<file path="config.mk">
export PLATFORM = sky130hd
export DESIGN_NAME = multi_speed_accel_select
export DESIGN_NICKNAME = d
export VERILOG_FILES = /design/src/rtl/speed_sel_pkg.sv /design/src/rtl/multi_speed_accel_select.sv /design/src/rtl/input_sync.sv /design/src/rtl/preset_table.sv
export SDC_FILE = /design/constraint.sdc
export NUM_CORES = 1
export LEC_CHECK = 0
export ABC_AREA = 1
export BUFFER_PORTS_ARGS = -buffer_cell sky130_fd_sc_hd__buf_2
export CAP_MARGIN = 20
export CORE_MARGIN = 10
export CORE_UTILIZATION = 45
export CTS_CLUSTER_SIZE = 30
export DETAILED_ROUTE_END_ITERATION = 6
export PLACE_DENSITY_LB_ADDON = 0.12
export SKIP_CTS_REPAIR_TIMING = 1
export SYNTH_ARGS = -nofsm -noshare
export SYNTH_HDL_FRONTEND = slang
export SYNTH_SLANG_ARGS = --single-unit
</file>
<file path="constraint.sdc">
create_clock -name ref_clk_i -period 9 [get_ports ref_clk_i]
set_clock_uncertainty 0.1 [all_clocks]
set_input_delay 0.9 -clock ref_clk_i [delete_from_list [all_inputs] [get_ports ref_clk_i]]
set_output_delay 0.9 -clock ref_clk_i [all_outputs]
set_load 0.01 [all_outputs]
</file>
<file path="src/rtl/speed_sel_pkg.sv">
// Package: constants, modes and register map for the multi-speed and ramp-set selector.
// Assumes a 32-bit Avalon-MM slave with word-aligned registers.
package speed_sel_pkg;
  localparam int freq_w = 16;
  localparam int clk_mhz = 100;
  localparam int settle_unit_ms = 10;
  localparam int settle_unit_cycles = settle_unit_ms * 1000 * clk_mhz;
  localparam logic [1:0] mode_binary = 2'h0;
  localparam logic [1:0] mode_bit = 2'h1;
  localparam logic [1:0] ramp_by_terminal = 2'h0;
  localparam logic [1:0] ramp_by_threshold = 2'h1;
  localparam logic [1:0] ramp_on_reverse = 2'h2;
  localparam logic [5:0] fn_binary_sel0 = 6'h02;
  localparam logic [5:0] fn_ramp_switch = 6'h09;
  localparam logic [5:0] fn_bit_sel1 = 6'h20;
  localparam logic [15:0] thresh_max = 16'h9C40;
  localparam logic [5:0] addr_ctrl = 6'h00;
  localparam logic [5:0] addr_settle = 6'h01;
  localparam logic [5:0] addr_speed0 = 6'h02;
  localparam logic [5:0] addr_preset1 = 6'h03;
  localparam logic [5:0] addr_accel_thr = 6'h0A;
  localparam logic [5:0] addr_decel_thr = 6'h0B;
  localparam logic [5:0] addr_term_fn0 = 6'h0C;
  localparam logic [5:0] addr_status = 6'h11;
  localparam int ctrl_mode_lsb = 0;
  localparam int ctrl_ramp_lsb = 2;
  localparam int ctrl_src_bit = 4;
  localparam logic [31:0] ctrl_reset = 32'h0000_0000;
  localparam logic [7:0] settle_reset = 8'h00;
  localparam logic [freq_w-1:0] freq_reset = 16'h0000;
endpackage

</file>
<file path="src/rtl/multi_speed_accel_select.sv">
// Multi-speed frequency selector and first/second ramp-set switch with Avalon-MM registers.
// Assumes terminal pins asynchronous, analog value and ramp state on ref_clk_i.
`timescale 1ns/1ps
// Behaviour
// - Mode 00 binary eight, 01 bit four
// - Binary: three terminals form speed index
// - Binary speeds 1-7 use presets 1-7
// - Speed 0: operator value or analog input
// - Binary select accepted after settle delay
// - Bit: three terminals pick speeds 1-3
// - Bit speeds use presets 1-3
// - Lowest function number wins in bit mode
// - Ramp set may change mid-ramp
// - Switch method: terminal, threshold, reversal
// - Terminal switch only on function 09
// - Threshold switching, accel and decel separately
module multi_speed_accel_select
(
  input wire logic ref_clk_i,
  input wire logic nrst_i,
  input wire logic [5:0] avs_address,
  input wire logic avs_read,
  input wire logic avs_write,
  input wire logic [31:0] avs_writedata,
  output logic [31:0] avs_readdata,
  output logic avs_waitrequest,
  input wire logic [4:0] terminal_i,
  input wire logic [speed_sel_pkg::freq_w-1:0] analog_frequency_input_i,
  input wire logic [speed_sel_pkg::freq_w-1:0] output_frequency_i,
  input wire logic accelerating_i,
  input wire logic decelerating_i,
  input wire logic reversing_i,
  output logic [speed_sel_pkg::freq_w-1:0] output_frequency_setting_o,
  output logic [2:0] speed_index_o,
  output logic second_ramp_set_o
);
  import speed_sel_pkg::*;

  logic rst_m, rst_n;
  always_ff @(posedge ref_clk_i or negedge nrst_i)
  begin
    if (!nrst_i)
    begin
      rst_m <= 1'b0;
      rst_n <= 1'b0;
    end
    else
    begin
      rst_m <= 1'b1;
      rst_n <= rst_m;
    end
  end

  logic [4:0] term;
  input_sync u_sync
  (
    .ref_clk_i(ref_clk_i),
    .rst_n_i(rst_n),
    .pins_i(terminal_i),
    .pins_o(term)
  );

  // Registers
  logic [31:0] ctrl, next_ctrl;
  logic [7:0] settle, next_settle;
  logic [15:0] speed0_operator_frequency, next_speed0;
  logic [15:0] accel_switch_threshold, next_accel_thr;
  logic [15:0] decel_switch_threshold, next_decel_thr;
  logic [5:0] term_fn [0:4];
  logic [5:0] next_term_fn [0:4];
  logic [31:0] rdata, next_rdata;
  logic ack, next_ack;
  logic tbl_we;
  logic [15:0] tbl_rdata;
  logic [1:0] preset_speed_mode_setting;
  logic [1:0] ramp_switch_method;
  logic freq_src_terminal;

  assign preset_speed_mode_setting = ctrl[ctrl_mode_lsb +: 2];
  assign ramp_switch_method = ctrl[ctrl_ramp_lsb +: 2];
  assign freq_src_terminal = ctrl[ctrl_src_bit];

  logic acc;
  assign acc = (avs_read || avs_write) && !ack;
  assign avs_waitrequest = (avs_read || avs_write) && !ack;
  assign avs_readdata = rdata;
  assign tbl_we = acc && avs_write && avs_address >= addr_preset1
    && avs_address < addr_accel_thr;

  logic [15:0] wr_clip;
  logic [2:0] cur_index;
  logic second_set;

  always_comb
  begin
    next_ctrl = ctrl;
    next_settle = settle;
    next_speed0 = speed0_operator_frequency;
    next_accel_thr = accel_switch_threshold;
    next_decel_thr = decel_switch_threshold;
    for (int i = 0; i < 5; i++)
      next_term_fn[i] = term_fn[i];
    next_rdata = rdata;
    next_ack = acc;
    wr_clip = (avs_writedata[15:0] > thresh_max) ? thresh_max : avs_writedata[15:0];
    if (acc && avs_write)
    begin
      case (avs_address)
        addr_ctrl: next_ctrl = {27'h0, avs_writedata[4:0]};
        addr_settle: next_settle = avs_writedata[7:0];
        addr_speed0: next_speed0 = avs_writedata[15:0];
        addr_accel_thr: next_accel_thr = wr_clip;
        addr_decel_thr: next_decel_thr = wr_clip;
        default:
        begin
          for (int i = 0; i < 5; i++)
            if (avs_address == addr_term_fn0 + 6'(i))
              next_term_fn[i] = avs_writedata[5:0];
        end
      endcase
    end
    if (acc && avs_read)
    begin
      case (avs_address)
        addr_ctrl: next_rdata = ctrl;
        addr_settle: next_rdata = {24'h0, settle};
        addr_speed0: next_rdata = {16'h0, speed0_operator_frequency};
        addr_accel_thr: next_rdata = {16'h0, accel_switch_threshold};
        addr_decel_thr: next_rdata = {16'h0, decel_switch_threshold};
        addr_status: next_rdata = {27'h0, second_set, 1'b0, cur_index};
        default:
        begin
          next_rdata = 32'h0000_0000;
          for (int i = 0; i < 5; i++)
            if (avs_address == addr_term_fn0 + 6'(i))
              next_rdata = {26'h0, term_fn[i]};
        end
      endcase
    end
  end

  always_ff @(posedge ref_clk_i or negedge rst_n)
  begin
    if (!rst_n)
    begin
      ctrl <= ctrl_reset;
      settle <= settle_reset;
      speed0_operator_frequency <= freq_reset;
      accel_switch_threshold <= freq_reset;
      decel_switch_threshold <= freq_reset;
      for (int i = 0; i < 5; i++)
        term_fn[i] <= 6'h00;
      rdata <= 32'h0000_0000;
      ack <= 1'b0;
    end
    else
    begin
      ctrl <= next_ctrl;
      settle <= next_settle;
      speed0_operator_frequency <= next_speed0;
      accel_switch_threshold <= next_accel_thr;
      decel_switch_threshold <= next_decel_thr;
      for (int i = 0; i < 5; i++)
        term_fn[i] <= next_term_fn[i];
      rdata <= next_rdata;
      ack <= next_ack;
    end
  end

  // Map terminals to functions
  logic [2:0] binary_raw;
  logic [2:0] bit_sel;
  logic ramp_set_switch_input;
  logic binary_speed_sel_bit0, binary_speed_sel_bit1, binary_speed_sel_bit2;
  logic bit_speed_sel_1, bit_speed_sel_2, bit_speed_sel_3;
  always_comb
  begin
    binary_raw = 3'h0;
    bit_sel = 3'h0;
    ramp_set_switch_input = 1'b0;
    for (int i = 0; i < 5; i++)
    begin
      for (int b = 0; b < 3; b++)
      begin
        if (term_fn[i] == fn_binary_sel0 + 6'(b))
          binary_raw[b] = binary_raw[b] | term[i];
        if (term_fn[i] == fn_bit_sel1 + 6'(b))
          bit_sel[b] = bit_sel[b] | term[i];
      end
      if (term_fn[i] == fn_ramp_switch)
        ramp_set_switch_input = ramp_set_switch_input | term[i];
    end
  end
  assign binary_speed_sel_bit0 = binary_raw[0];
  assign binary_speed_sel_bit1 = binary_raw[1];
  assign binary_speed_sel_bit2 = binary_raw[2];
  assign bit_speed_sel_1 = bit_sel[0];
  assign bit_speed_sel_2 = bit_sel[1];
  assign bit_speed_sel_3 = bit_sel[2];

  // Settle timer for binary select
  logic [2:0] binary_last, next_binary_last, binary_taken, next_binary_taken;
  logic [26:0] unit_cnt, next_unit_cnt;
  logic [7:0] unit_num, next_unit_num;
  always_comb
  begin
    next_binary_last = {binary_speed_sel_bit2, binary_speed_sel_bit1, binary_speed_sel_bit0};
    next_binary_taken = binary_taken;
    next_unit_cnt = unit_cnt;
    next_unit_num = unit_num;
    if (next_binary_last != binary_last)
    begin
      next_unit_cnt = 27'h0;
      next_unit_num = 8'h00;
    end
    else if (unit_num >= settle)
      next_binary_taken = binary_last;
    else if (unit_cnt == 27'(settle_unit_cycles - 1))
    begin
      next_unit_cnt = 27'h0;
      next_unit_num = unit_num + 8'h01;
    end
    else
      next_unit_cnt = unit_cnt + 27'h1;
  end
  always_ff @(posedge ref_clk_i or negedge rst_n)
  begin
    if (!rst_n)
    begin
      binary_last <= 3'h0;
      binary_taken <= 3'h0;
      unit_cnt <= 27'h0;
      unit_num <= 8'h00;
    end
    else
    begin
      binary_last <= next_binary_last;
      binary_taken <= next_binary_taken;
      unit_cnt <= next_unit_cnt;
      unit_num <= next_unit_num;
    end
  end

  // Speed index and ramp-set choice
  always_comb
  begin
    if (preset_speed_mode_setting == mode_bit)
    begin
      if (bit_speed_sel_1)
        cur_index = 3'h1;
      else if (bit_speed_sel_2)
        cur_index = 3'h2;
      else if (bit_speed_sel_3)
        cur_index = 3'h3;
      else
        cur_index = 3'h0;
    end
    else
      cur_index = binary_taken;
    case (ramp_switch_method)
      ramp_by_terminal: second_set = ramp_set_switch_input;
      ramp_by_threshold: second_set =
        (accelerating_i && output_frequency_i >= accel_switch_threshold) ||
        (decelerating_i && output_frequency_i >= decel_switch_threshold);
      ramp_on_reverse: second_set = reversing_i;
      default: second_set = 1'b0;
    endcase
  end

  preset_table u_table
  (
    .ref_clk_i(ref_clk_i),
    .we_i(tbl_we),
    .waddr_i(3'(avs_address - addr_preset1 + 6'h01)),
    .wdata_i(avs_writedata[15:0]),
    .raddr_i(cur_index),
    .rdata_o(tbl_rdata)
  );

  logic [2:0] index_q;
  logic [15:0] freq_q, next_freq;
  logic second_q;
  always_comb
  begin
    if (index_q == 3'h0)
      next_freq = freq_src_terminal ? analog_frequency_input_i
        : speed0_operator_frequency;
    else
      next_freq = tbl_rdata;
  end
  always_ff @(posedge ref_clk_i or negedge rst_n)
  begin
    if (!rst_n)
    begin
      index_q <= 3'h0;
      freq_q <= freq_reset;
      second_q <= 1'b0;
    end
    else
    begin
      index_q <= cur_index;
      freq_q <= next_freq;
      second_q <= second_set;
    end
  end
  assign output_frequency_setting_o = freq_q;
  assign speed_index_o = index_q;
  assign second_ramp_set_o = second_q;
endmodule // multi_speed_accel_select

</file>
<file path="src/rtl/input_sync.sv">
// Three-stage synchroniser for the terminal pins; a change counts once stages 2 and 3 agree.
// Assumes pins are asynchronous to ref_clk_i.
`timescale 1ns/1ps
module input_sync
(
  input wire logic ref_clk_i,
  input wire logic rst_n_i,
  input wire logic [4:0] pins_i,
  output logic [4:0] pins_o
);
  logic [4:0] s1, s2, s3, held;
  logic [4:0] next_held;
  always_comb
  begin
    next_held = held;
    for (int i = 0; i < 5; i++)
      if (s2[i] == s3[i])
        next_held[i] = s3[i];
  end
  always_ff @(posedge ref_clk_i or negedge rst_n_i)
  begin
    if (!rst_n_i)
    begin
      s1 <= 5'h00;
      s2 <= 5'h00;
      s3 <= 5'h00;
      held <= 5'h00;
    end
    else
    begin
      s1 <= pins_i;
      s2 <= s1;
      s3 <= s2;
      held <= next_held;
    end
  end
  assign pins_o = held;
endmodule // input_sync

</file>
<file path="src/rtl/preset_table.sv">
// Eight-entry frequency memory: presets 1 to 7 plus unused entry 0, registered read port.
// Assumes one writer and one reader on the same clock.
`timescale 1ns/1ps
module preset_table
(
  input wire logic ref_clk_i,
  input wire logic we_i,
  input wire logic [2:0] waddr_i,
  input wire logic [15:0] wdata_i,
  input wire logic [2:0] raddr_i,
  output logic [15:0] rdata_o
);
  logic [15:0] mem [0:7];
  always_ff @(posedge ref_clk_i)
  begin
    if (we_i)
      mem[waddr_i] <= wdata_i;
    rdata_o <= mem[raddr_i];
  end
endmodule // preset_table

</file>
==> metrics list, run 1 <==
* Final non-filler cell area: 0.0190 sq mm
- In the synthesized netlist the async set-or-reset flop fraction comes to 57.0%.
* Accumulated negative setup slack: 0 ps
- Synthesized instance count: 1936
- The final layout contains routed wiring with a total length of 46500 um.
- No sink is reached through more buffers than the 3 on the longest clock path.
- Worst r2r src: term_fn[23]$_DFFE_PN0P_
- Highest attainable clock frequency: 287 MHz
- Number of sinks driven by the clock tree: 335
- The largest individual stage delay along the critical path comes from the cell nor2_4.
- Number of maximum-capacitance constraint violations: 0
* Top Ports: 135
- The worst hold path belongs to the class register to register.
- For this run, the number of Yosys warnings is 0.
* Post-Syn Area per Cell: 8.63 sq um
* PortBufs: 102
- Global-route usage over all layers: 20.7%
- Number of stages on the worst hold path: 0
- Worst setup path category: register to register
- Before antenna repair, the detailed router went through 5 iterations.
* Fill cell instance count of the final layout: 3510
- Die height: 213 um
- In this run the worst path has a maximum fanout of 44.
- Clock period minus final worst setup slack: 3480 ps
- For the worst flop-to-flop path, the logic depth is 13.
- The signal on the critical path passes through nor2_1, inv_1, nor2_1, a22oi_1, nand2_1, nand2_1, nand2_1, nand2_1, nor2_4, nand2_2, inv_2, nand2_1, nand2_1.
* Most instantiated flip-flop cell in the synthesis netlist: dfrtp_1
- Register area: 0.00895 sq mm
* Number of enable-type register cells in the synthesized netlist: 128
* Maximum number of pins on one net before global-route repair: 67
- Simple-gate area share of the yosys netlist: 22.9%
- PwrDens: 201 mW/mm^2
- Summing all multi-input logic gate instances after layout gives 0.00624 sq mm.
- Drt wl/cell: 18.2 um
- Data required time of the worst path: 9380 ps
- By area the synthesized netlist is led by dfrtp_1 29%, edfxtp_1 23%, nand2_1 10%.
- Initial antenna violation count: 5
- For this block, the initial DRC count from the detailed router was 1184.
* Wire length on met1: 21700 um
- Relative to the synthesized area, the layout overhead comes to 13.6%.
* Max-slew violation count: 0
- By area, the combinational part of the netlist is dominated by simple AND/OR/NAND/NOR gates.
* Area of the mapped netlist: 0.0167 sq mm
- Final non-filler cell total: 2554
- In this run the clock root is driven by a clkbuf_16.
- Area of the core: 0.0366 sq mm
- Cell with the most instances after synthesis: nand2_1
- Category of the worst setup path launch point: register
- Count of nets after finishing: 2174
- Met3 WL post-DR: 2810 um
- Number of unique standard cell types used by synthesis: 50
- Clock latency of the later-clocked register in the worst-skew pair: 570 ps
* Starting Density: 45.6%
- The congestion estimate from routability-driven global placement came to 0.940.
- Detailed placement ended at an HPWL of 31500 um.
* Met2 routed wirelength: 20800 um
* Unrepaired setup endpoints after global routing: no
- Number of synthesized register bits: 335
- Clock Pin Slew Worst Setup and Hold Paths: 60 ps
- Post-place instance area: 0.0176 sq mm
* Result of the run: complete, no violations
- The commonest cells after synthesis are 460 x nand2_1, 306 x inv_1, 205 x nand3_1, 191 x dfrtp_1, 128 x edfxtp_1.
* Number of H-tree levels: 2
- Clock tree from TritonCTS: yes
* Number of DRC violations after detailed routing: 0
- Worst Max-Slew Pin Slew: 1040 ps
- After detailed routing, the number of vias per cell comes to 5.22.
* Part of the Yosys area used for sequential elements: 53.6%
- Terminating pin of the worst hold path: u_sync.s2[4]$_DFF_PN0_
- The floorplan step defined a die boundary enclosing 0.0452 sq mm.
- Post-Synth Adder-Cell Area: 3.45%
* Count of vias placed by the detailed router: 13344
- CP max stage delay: 770 ps
* RR Endpoint: unit_cnt[0]$_DFFE_PN0P_
* Worst path arrival time: 3870 ps
- Startpoint of the tightest hold check path: u_sync.s1[4]$_DFF_PN0_
- Most common cell on crit path: nand2_1
* Number of failing hold endpoints at the final stage: 0
* Worst-case vdd ir drop: 0.140 mV
- After Yosys synthesis, XOR and XNOR cells account for 1.63% of the synthesized area.
- Routed signal wires occupy layers up through met4.
- Gr ovfl total: 0
- The first global-routing pass estimated 72700 um of wire.
* Number of buffers created by CTS: 39
* Leakage power figure: 9.09 nW
* Die Width: 213 um
- Setup violations remaining at the end of the flow were counted as 0.
- The number of global-route vias before repair was 12650.
* Final Cycle Share: 38.7%
- Cell Rows: 70
- STA classifies the critical path endpoint as a register.
- Area share of the largest cell type after synthesis: 28.6%
* Total power of the final layout: 3.82 mW
* Number of placed instances with taps included: 2475
* Cell accounting for the most synthesized area: dfrtp_1
- In this run the register-to-register setup slack is 5520 ps.
- Multiplexer area fraction after synthesis: 0.127%
- Fraction of the mapped netlist area in compound gates: 8.32%
- Fraction of layout instances using a drive strength above 1: 11.5%
* Worst slew margin relative to its limit: 30.4%
- The count of nets left with antenna violations once routing finished came out at 0.
## cells in the final DEF (no fill, tap or decap), types with 10 or more instances in the layout
cell	synthesis	routed
buf_2	27	102
buf_4	21	20
clkbuf_16	0	40
conb_1	2	33
nor3_1	35	30
dfrtp_1	191	190
nand2_1	460	458
nand3b_1	14	14
nand3_1	205	205
o21ai_1	10	10
o211ai_1	10	10
nor2_1	120	119
edfxtp_1	128	128
dfxtp_1	16	16
nand4_1	30	30
o21ai_0	102	102
ha_1	42	42
a21oi_1	32	32
inv_1	306	306
o22ai_1	22	22
o21ai_2	21	21
a31oi_1	16	16
xor2_1	30	30
## power breakdown
part,total [mW],internal (mW),switching (mW),leakage (nW)
clock,1.60,0.943,0.656,0.638
sequential,1.75,1.68,0.0664,3.64
combinational,0.472,0.146,0.326,4.81
## metrics by stage
stage	setup slack [ps]	util, %	hold WS, ps
finish	5520	51.8	247
global route	5160	51.8	255
CTS	5550	51.7	-9.45
detailed placement	5290	48.1	235
global placement	5310	48.1	235
floorplan	3180	-	231
## final cells by class
| cell class | count | area share, % |
|---|---|---|
| sequential | 335 | 47.2 |
| clock buffer | 56 | 5.96 |
| inverter | 318 | 6.29 |
| tap | 468 | 3.09 |
| clock inverter | 16 | 0.924 |
| antenna | 5 | 0.0660 |
| timing repair buffer | 124 | 3.62 |
| multi-input combinational | 1232 | 32.9 |
## critical path: cells and delay by family, from the launching register on
kind,cells,cell delay (ps)
AOI/OAI and AO/OA,1,160
buffers and inverters,2,410
DFF,1,400
and+or+nand+nor,10,2310
## flip-flops by register name, summed over array words and instances, names as in the netlist, 3 cells and up
name	cells
speed_index_o	3
avs_readdata	16
u_sync.s1	5
u_table.mem	128
u_sync.pins_o	5
decel_switch_threshold	16
term_fn	30
accel_switch_threshold	16
u_sync.s2	5
binary_taken	3
settle	8
unit_cnt	27
speed0_operator_frequency	16
binary_last	3
ctrl	5
u_table.rdata_o	16
unit_num	8
u_sync.s3	5
output_frequency_setting_o	16
## kinds of logic after synthesis
group / count (synthesis)
AO/OA/AOI/OAI: 235
other: 2
adder cells (fa/ha/maj): 47
multiplexers: 2
buffers and inverters: 400
AND/OR/NAND/NOR: 884
XOR/XNOR: 31
flip-flops: 335
## how the worst max path moves through the flow
stage,from,end,slack (ps),depth (start not counted)
after floorplan,rst_n$_DFF_PN0_,accel_switch_threshold[0]$_DFFE_PN0P_,3180,0
after global placement,avs_address[1],speed0_operator_frequency[15]$_DFFE_PN0P_,5310,6
after detailed placement,avs_address[1],speed0_operator_frequency[15]$_DFFE_PN0P_,5290,6
after CTS,term_fn[23]$_DFFE_PN0P_,unit_cnt[1]$_DFFE_PN0P_,5550,11
after global routing,term_fn[23]$_DFFE_PN0P_,unit_cnt[0]$_DFFE_PN0P_,5160,13
final,term_fn[23]$_DFFE_PN0P_,unit_cnt[0]$_DFFE_PN0P_,5520,13
## per-layer routing
| layer | vias to the layer above | track usage, % |
|---|---|---|
| met2 | 372 | 31.8 |
| li1 | 6499 | - |
| met3 | 70 | 3.61 |
| met5 | - | 0 |
| met4 | 0 | 7.34 |
| met1 | 6403 | 28.9 |
(Power assumes the default switching activity.)
==> run 2: changes to the inputs <==
==> constraint.sdc (replaced) <==
create_clock -name ref_clk_i -period 3.6 [get_ports ref_clk_i]
set_clock_uncertainty 0.1 [all_clocks]
set_input_delay 0.36 -clock ref_clk_i [delete_from_list [all_inputs] [get_ports ref_clk_i]]
set_output_delay 0.36 -clock ref_clk_i [all_outputs]
set_load 0.01 [all_outputs]
==> run 2 against run 1 <==
Effect of this change: the flow now finishes with violations (negative hold slack); routed wire length rose by 0.94%; via count rose by 0.15%; critical path depth rose by 1; worst hold slack got worse by 260 ps; sequential share of layout area fell by 0.75 points; cell count rose by 1.1%; sequential power rose by 150%; setup slack got worse by 4500 ps; non-clock buffer count rose by 30; register-to-register slack got worse by 4500 ps; flip-flop and latch count did not move; critical endpoint is now u_table.rdata_o[7]$_DFF_P_.
==> metrics list, run 2 (synthesized netlist as in run 1, its figures left out) <==
- Mean number of vias per cell: 5.18
- The worst path uses 72.2% of the clock period.
- Most common cell after layout, fill and taps aside: nand2_1
- In this run the deepest clock path goes through 3 buffers.
- The startpoint identified for the worst hold timing path is analog_frequency_input_i[7].
- Number of DRC violations after detailed routing: 0
- The worst register-to-register path has a depth of 14.
- Area of the core: 0.0366 sq mm
* Clock latency of the later-clocked register in the worst-skew pair: 550 ps
- Type of element capturing the critical path: register
* Count of nets after finishing: 2204
- The number of hold violations in the final report was 3.
- Count of buffer and inverter cells on the critical path: 1
- By instance count, the cell type seen most on the critical path is nand2_1.
* Met1 capacity usage during global routing: 29.0%
- CP Cell Sequence: nand2_1, nor2_1, nand3_1, nand2_1, nor2_1, nand2_1, nand2_1, nand2_2, buf_4, nand3_1, nand3_1, nand2_1, nand2_1, nand2_1
- The flow ran to the end, but the final reports show violations.
* Drt wl/cell: 18.2 um
- Initial DRC count: 1081
* Most Used Layer, Global Route: met2
* Number of endpoints failing setup at the final stage: 0
- The register with the most flip-flops in the layout has 128 of them.
- The final reports fail on negative hold slack.
* Highest attainable clock frequency: 385 MHz
* Delay-heaviest family, CP: simple AND/OR/NAND/NOR gates
- Slowest cell on crit path: buf_4
* PwrDens: 499 mW/mm^2
* Placer Congestion: 0.935
- The root buffer cell chosen for the clock tree is clkbuf_16.
* Worst-case vdd ir drop: 0.374 mV
- Hold crit path type: input port to register
* Fraction of layout instances using a drive strength above 1: 11.8%
* Die height: 213 um
* First-pass GRT wire length: 72700 um
- Post-Route WL: 47000 um
- PortBufs: 102
- TritonCTS built the clock tree.
- Logic depth of the worst path, buffers included: 14
* Starting Density: 45.6%
- Across all hold checks on the routed design, the worst slack comes to -8.66 ps.
- Number of H-tree levels: 2
- The critical path starts at u_sync.pins_o[0]$_DFFE_PN0N_.
- Summed over all cells, the static leakage comes to 9.24 nW.
* Initial antenna violation count: 5
- For this run, the share of the core covered by cells in the final layout is 52.6%.
- Counting the fill cells in the layout gives 3436.
- Number of buffers created by CTS: 39
- Clock Pin Slew Worst Setup and Hold Paths: 60 ps
- The final max-slew violation count came to 0.
- The largest registers in the layout are u_table.mem (128), term_fn (30), unit_cnt (27).
- Worst slew margin relative to its limit: 42.8%
* Met2 usage: 32.2%
- Post-route ant nets: 0
* Gr ovfl total: 0
- In this run the worst path has a maximum fanout of 64.
- Unrepaired setup endpoints after global routing: no
* Via count of the first global-routing pass: 12686
- Detailed-placement wirelength estimate: 32400 um
- The worst setup path is of the register to register kind.
- During I/O placement, the number of pins put on the boundary was 135.
- For the worst setup path, the data required time is 3920 ps.
* Clock period minus final worst setup slack: 2600 ps
- The endpoint identified for the worst register-to-register timing path is u_table.rdata_o[7]$_DFF_P_.
- Setup slack on the worst reg-to-reg path comes out at 1000 ps.
- Category of the worst setup path launch point: register
- The first detailed-routing pass ran for 6 iterations.
- Global-route usage over all layers: 20.7%
- End point of the critical path: u_table.rdata_o[7]$_DFF_P_
* Die Width: 213 um
* Die Footprint: 0.0452 sq mm
* Most used cells in the layout excluding fill and tap cells: 458 x nand2_1, 306 x inv_1, 205 x nand3_1
- Worst Max-Slew Pin Slew: 855 ps
- Accumulated negative setup slack: 0 ps
* Maximum number of pins on one net before global-route repair: 73
- Clock tree synthesis found a total of 335 sinks.
- Compared with the post-synthesis result, the final layout area differs by 15.4%.
- CP max stage delay: 590 ps
- Number of maximum-capacitance constraint violations: 0
- In this run the critical register-to-register path is launched from u_sync.pins_o[0]$_DFFE_PN0N_.
- The register with the most flip-flops in the final layout is u_table.mem.
- Met3 demand-to-capacity share in global routing: 3.02%
- The final route contains 13364 vias.
- For the worst setup path, the data arrival time is 2920 ps.
* Cell Rows: 70
## run 2: cell types whose count changed in the layout (fill, tap and decap cells not counted), sizes merged
| cell | change |
|---|---|
| inv | -2 |
| buf | +15 |
| bufinv | +2 |
| clkinvlp | -1 |
| clkbuf | -1 |
| diode | -1 |
| dlygate4sd3 | +15 |
## run 2: where the power goes
group	switching (mW)	internal, mW
registers	0.142	4.21
logic	0.847	0.398
clock network	1.57	2.45
total	2.56	7.06
## run 2: routing by layer
metal / wire, um / vias to the layer above / share of wire [%]
met5: 0 / - / 0
met4: 1070 / 0 / 2.3
met3: 2550 / 71 / 5.4
met2: 21400 / 372 / 46
met1: 21900 / 6375 / 47
li1: - / 6546 / -
## run 2: cell type report
type | instances | area, sq um | share of cell area (%)
Antenna cell | 4 | 10.0 | 0.0519
Clock buffer | 55 | 1120 | 5.80
Clock inverter | 15 | 185 | 0.961
Inverter | 318 | 1190 | 6.19
Multi-Input combinational cell | 1232 | 6240 | 32.4
Sequential cell | 335 | 8950 | 46.4
Tap cell | 468 | 586 | 3.04
Timing Repair Buffer | 154 | 998 | 5.18
## run 2: worst min path at each step
stage,endpoint,cells after the start,slack (ps)
after detailed placement,rst_m$_DFF_PN0_,1,50
after global placement,rst_m$_DFF_PN0_,1,50
after global routing,output_frequency_setting_o[7]$_DFF_PN0_,3,1
final,output_frequency_setting_o[7]$_DFF_PN0_,3,-9
after CTS,rst_n$_DFF_PN0_,1,-510
after floorplan,rst_m$_DFF_PN0_,0,-40
## run 2: worst register-to-register path, delay by kind of cell (launching register included)
kind          cells  cell delay (ps)
buf+inv           1              590
flops             1              440
simple gates     13             1360
## run 2: stage by stage
| step | area [sq um] | instances | hold WS, ps | worst slack, ps | total power, mW |
|---|---|---|---|---|---|
| 6_report | 19300 | 2581 | -8.66 | 1000 | 9.61 |
| 5_1_grt | 19300 | 2581 | 1.18 | 744 | 10.0 |
| 4_1_cts | 19100 | 2560 | -513 | 952 | 9.67 |
| 3_5_place_dp | 17800 | 2490 | 47.2 | 858 | 5.65 |
| 3_3_place_gp | 17800 | 2490 | 45.2 | 915 | 5.61 |
| 2_1_floorplan | 16800 | 1967 | -35.6 | 350 | 5.21 |
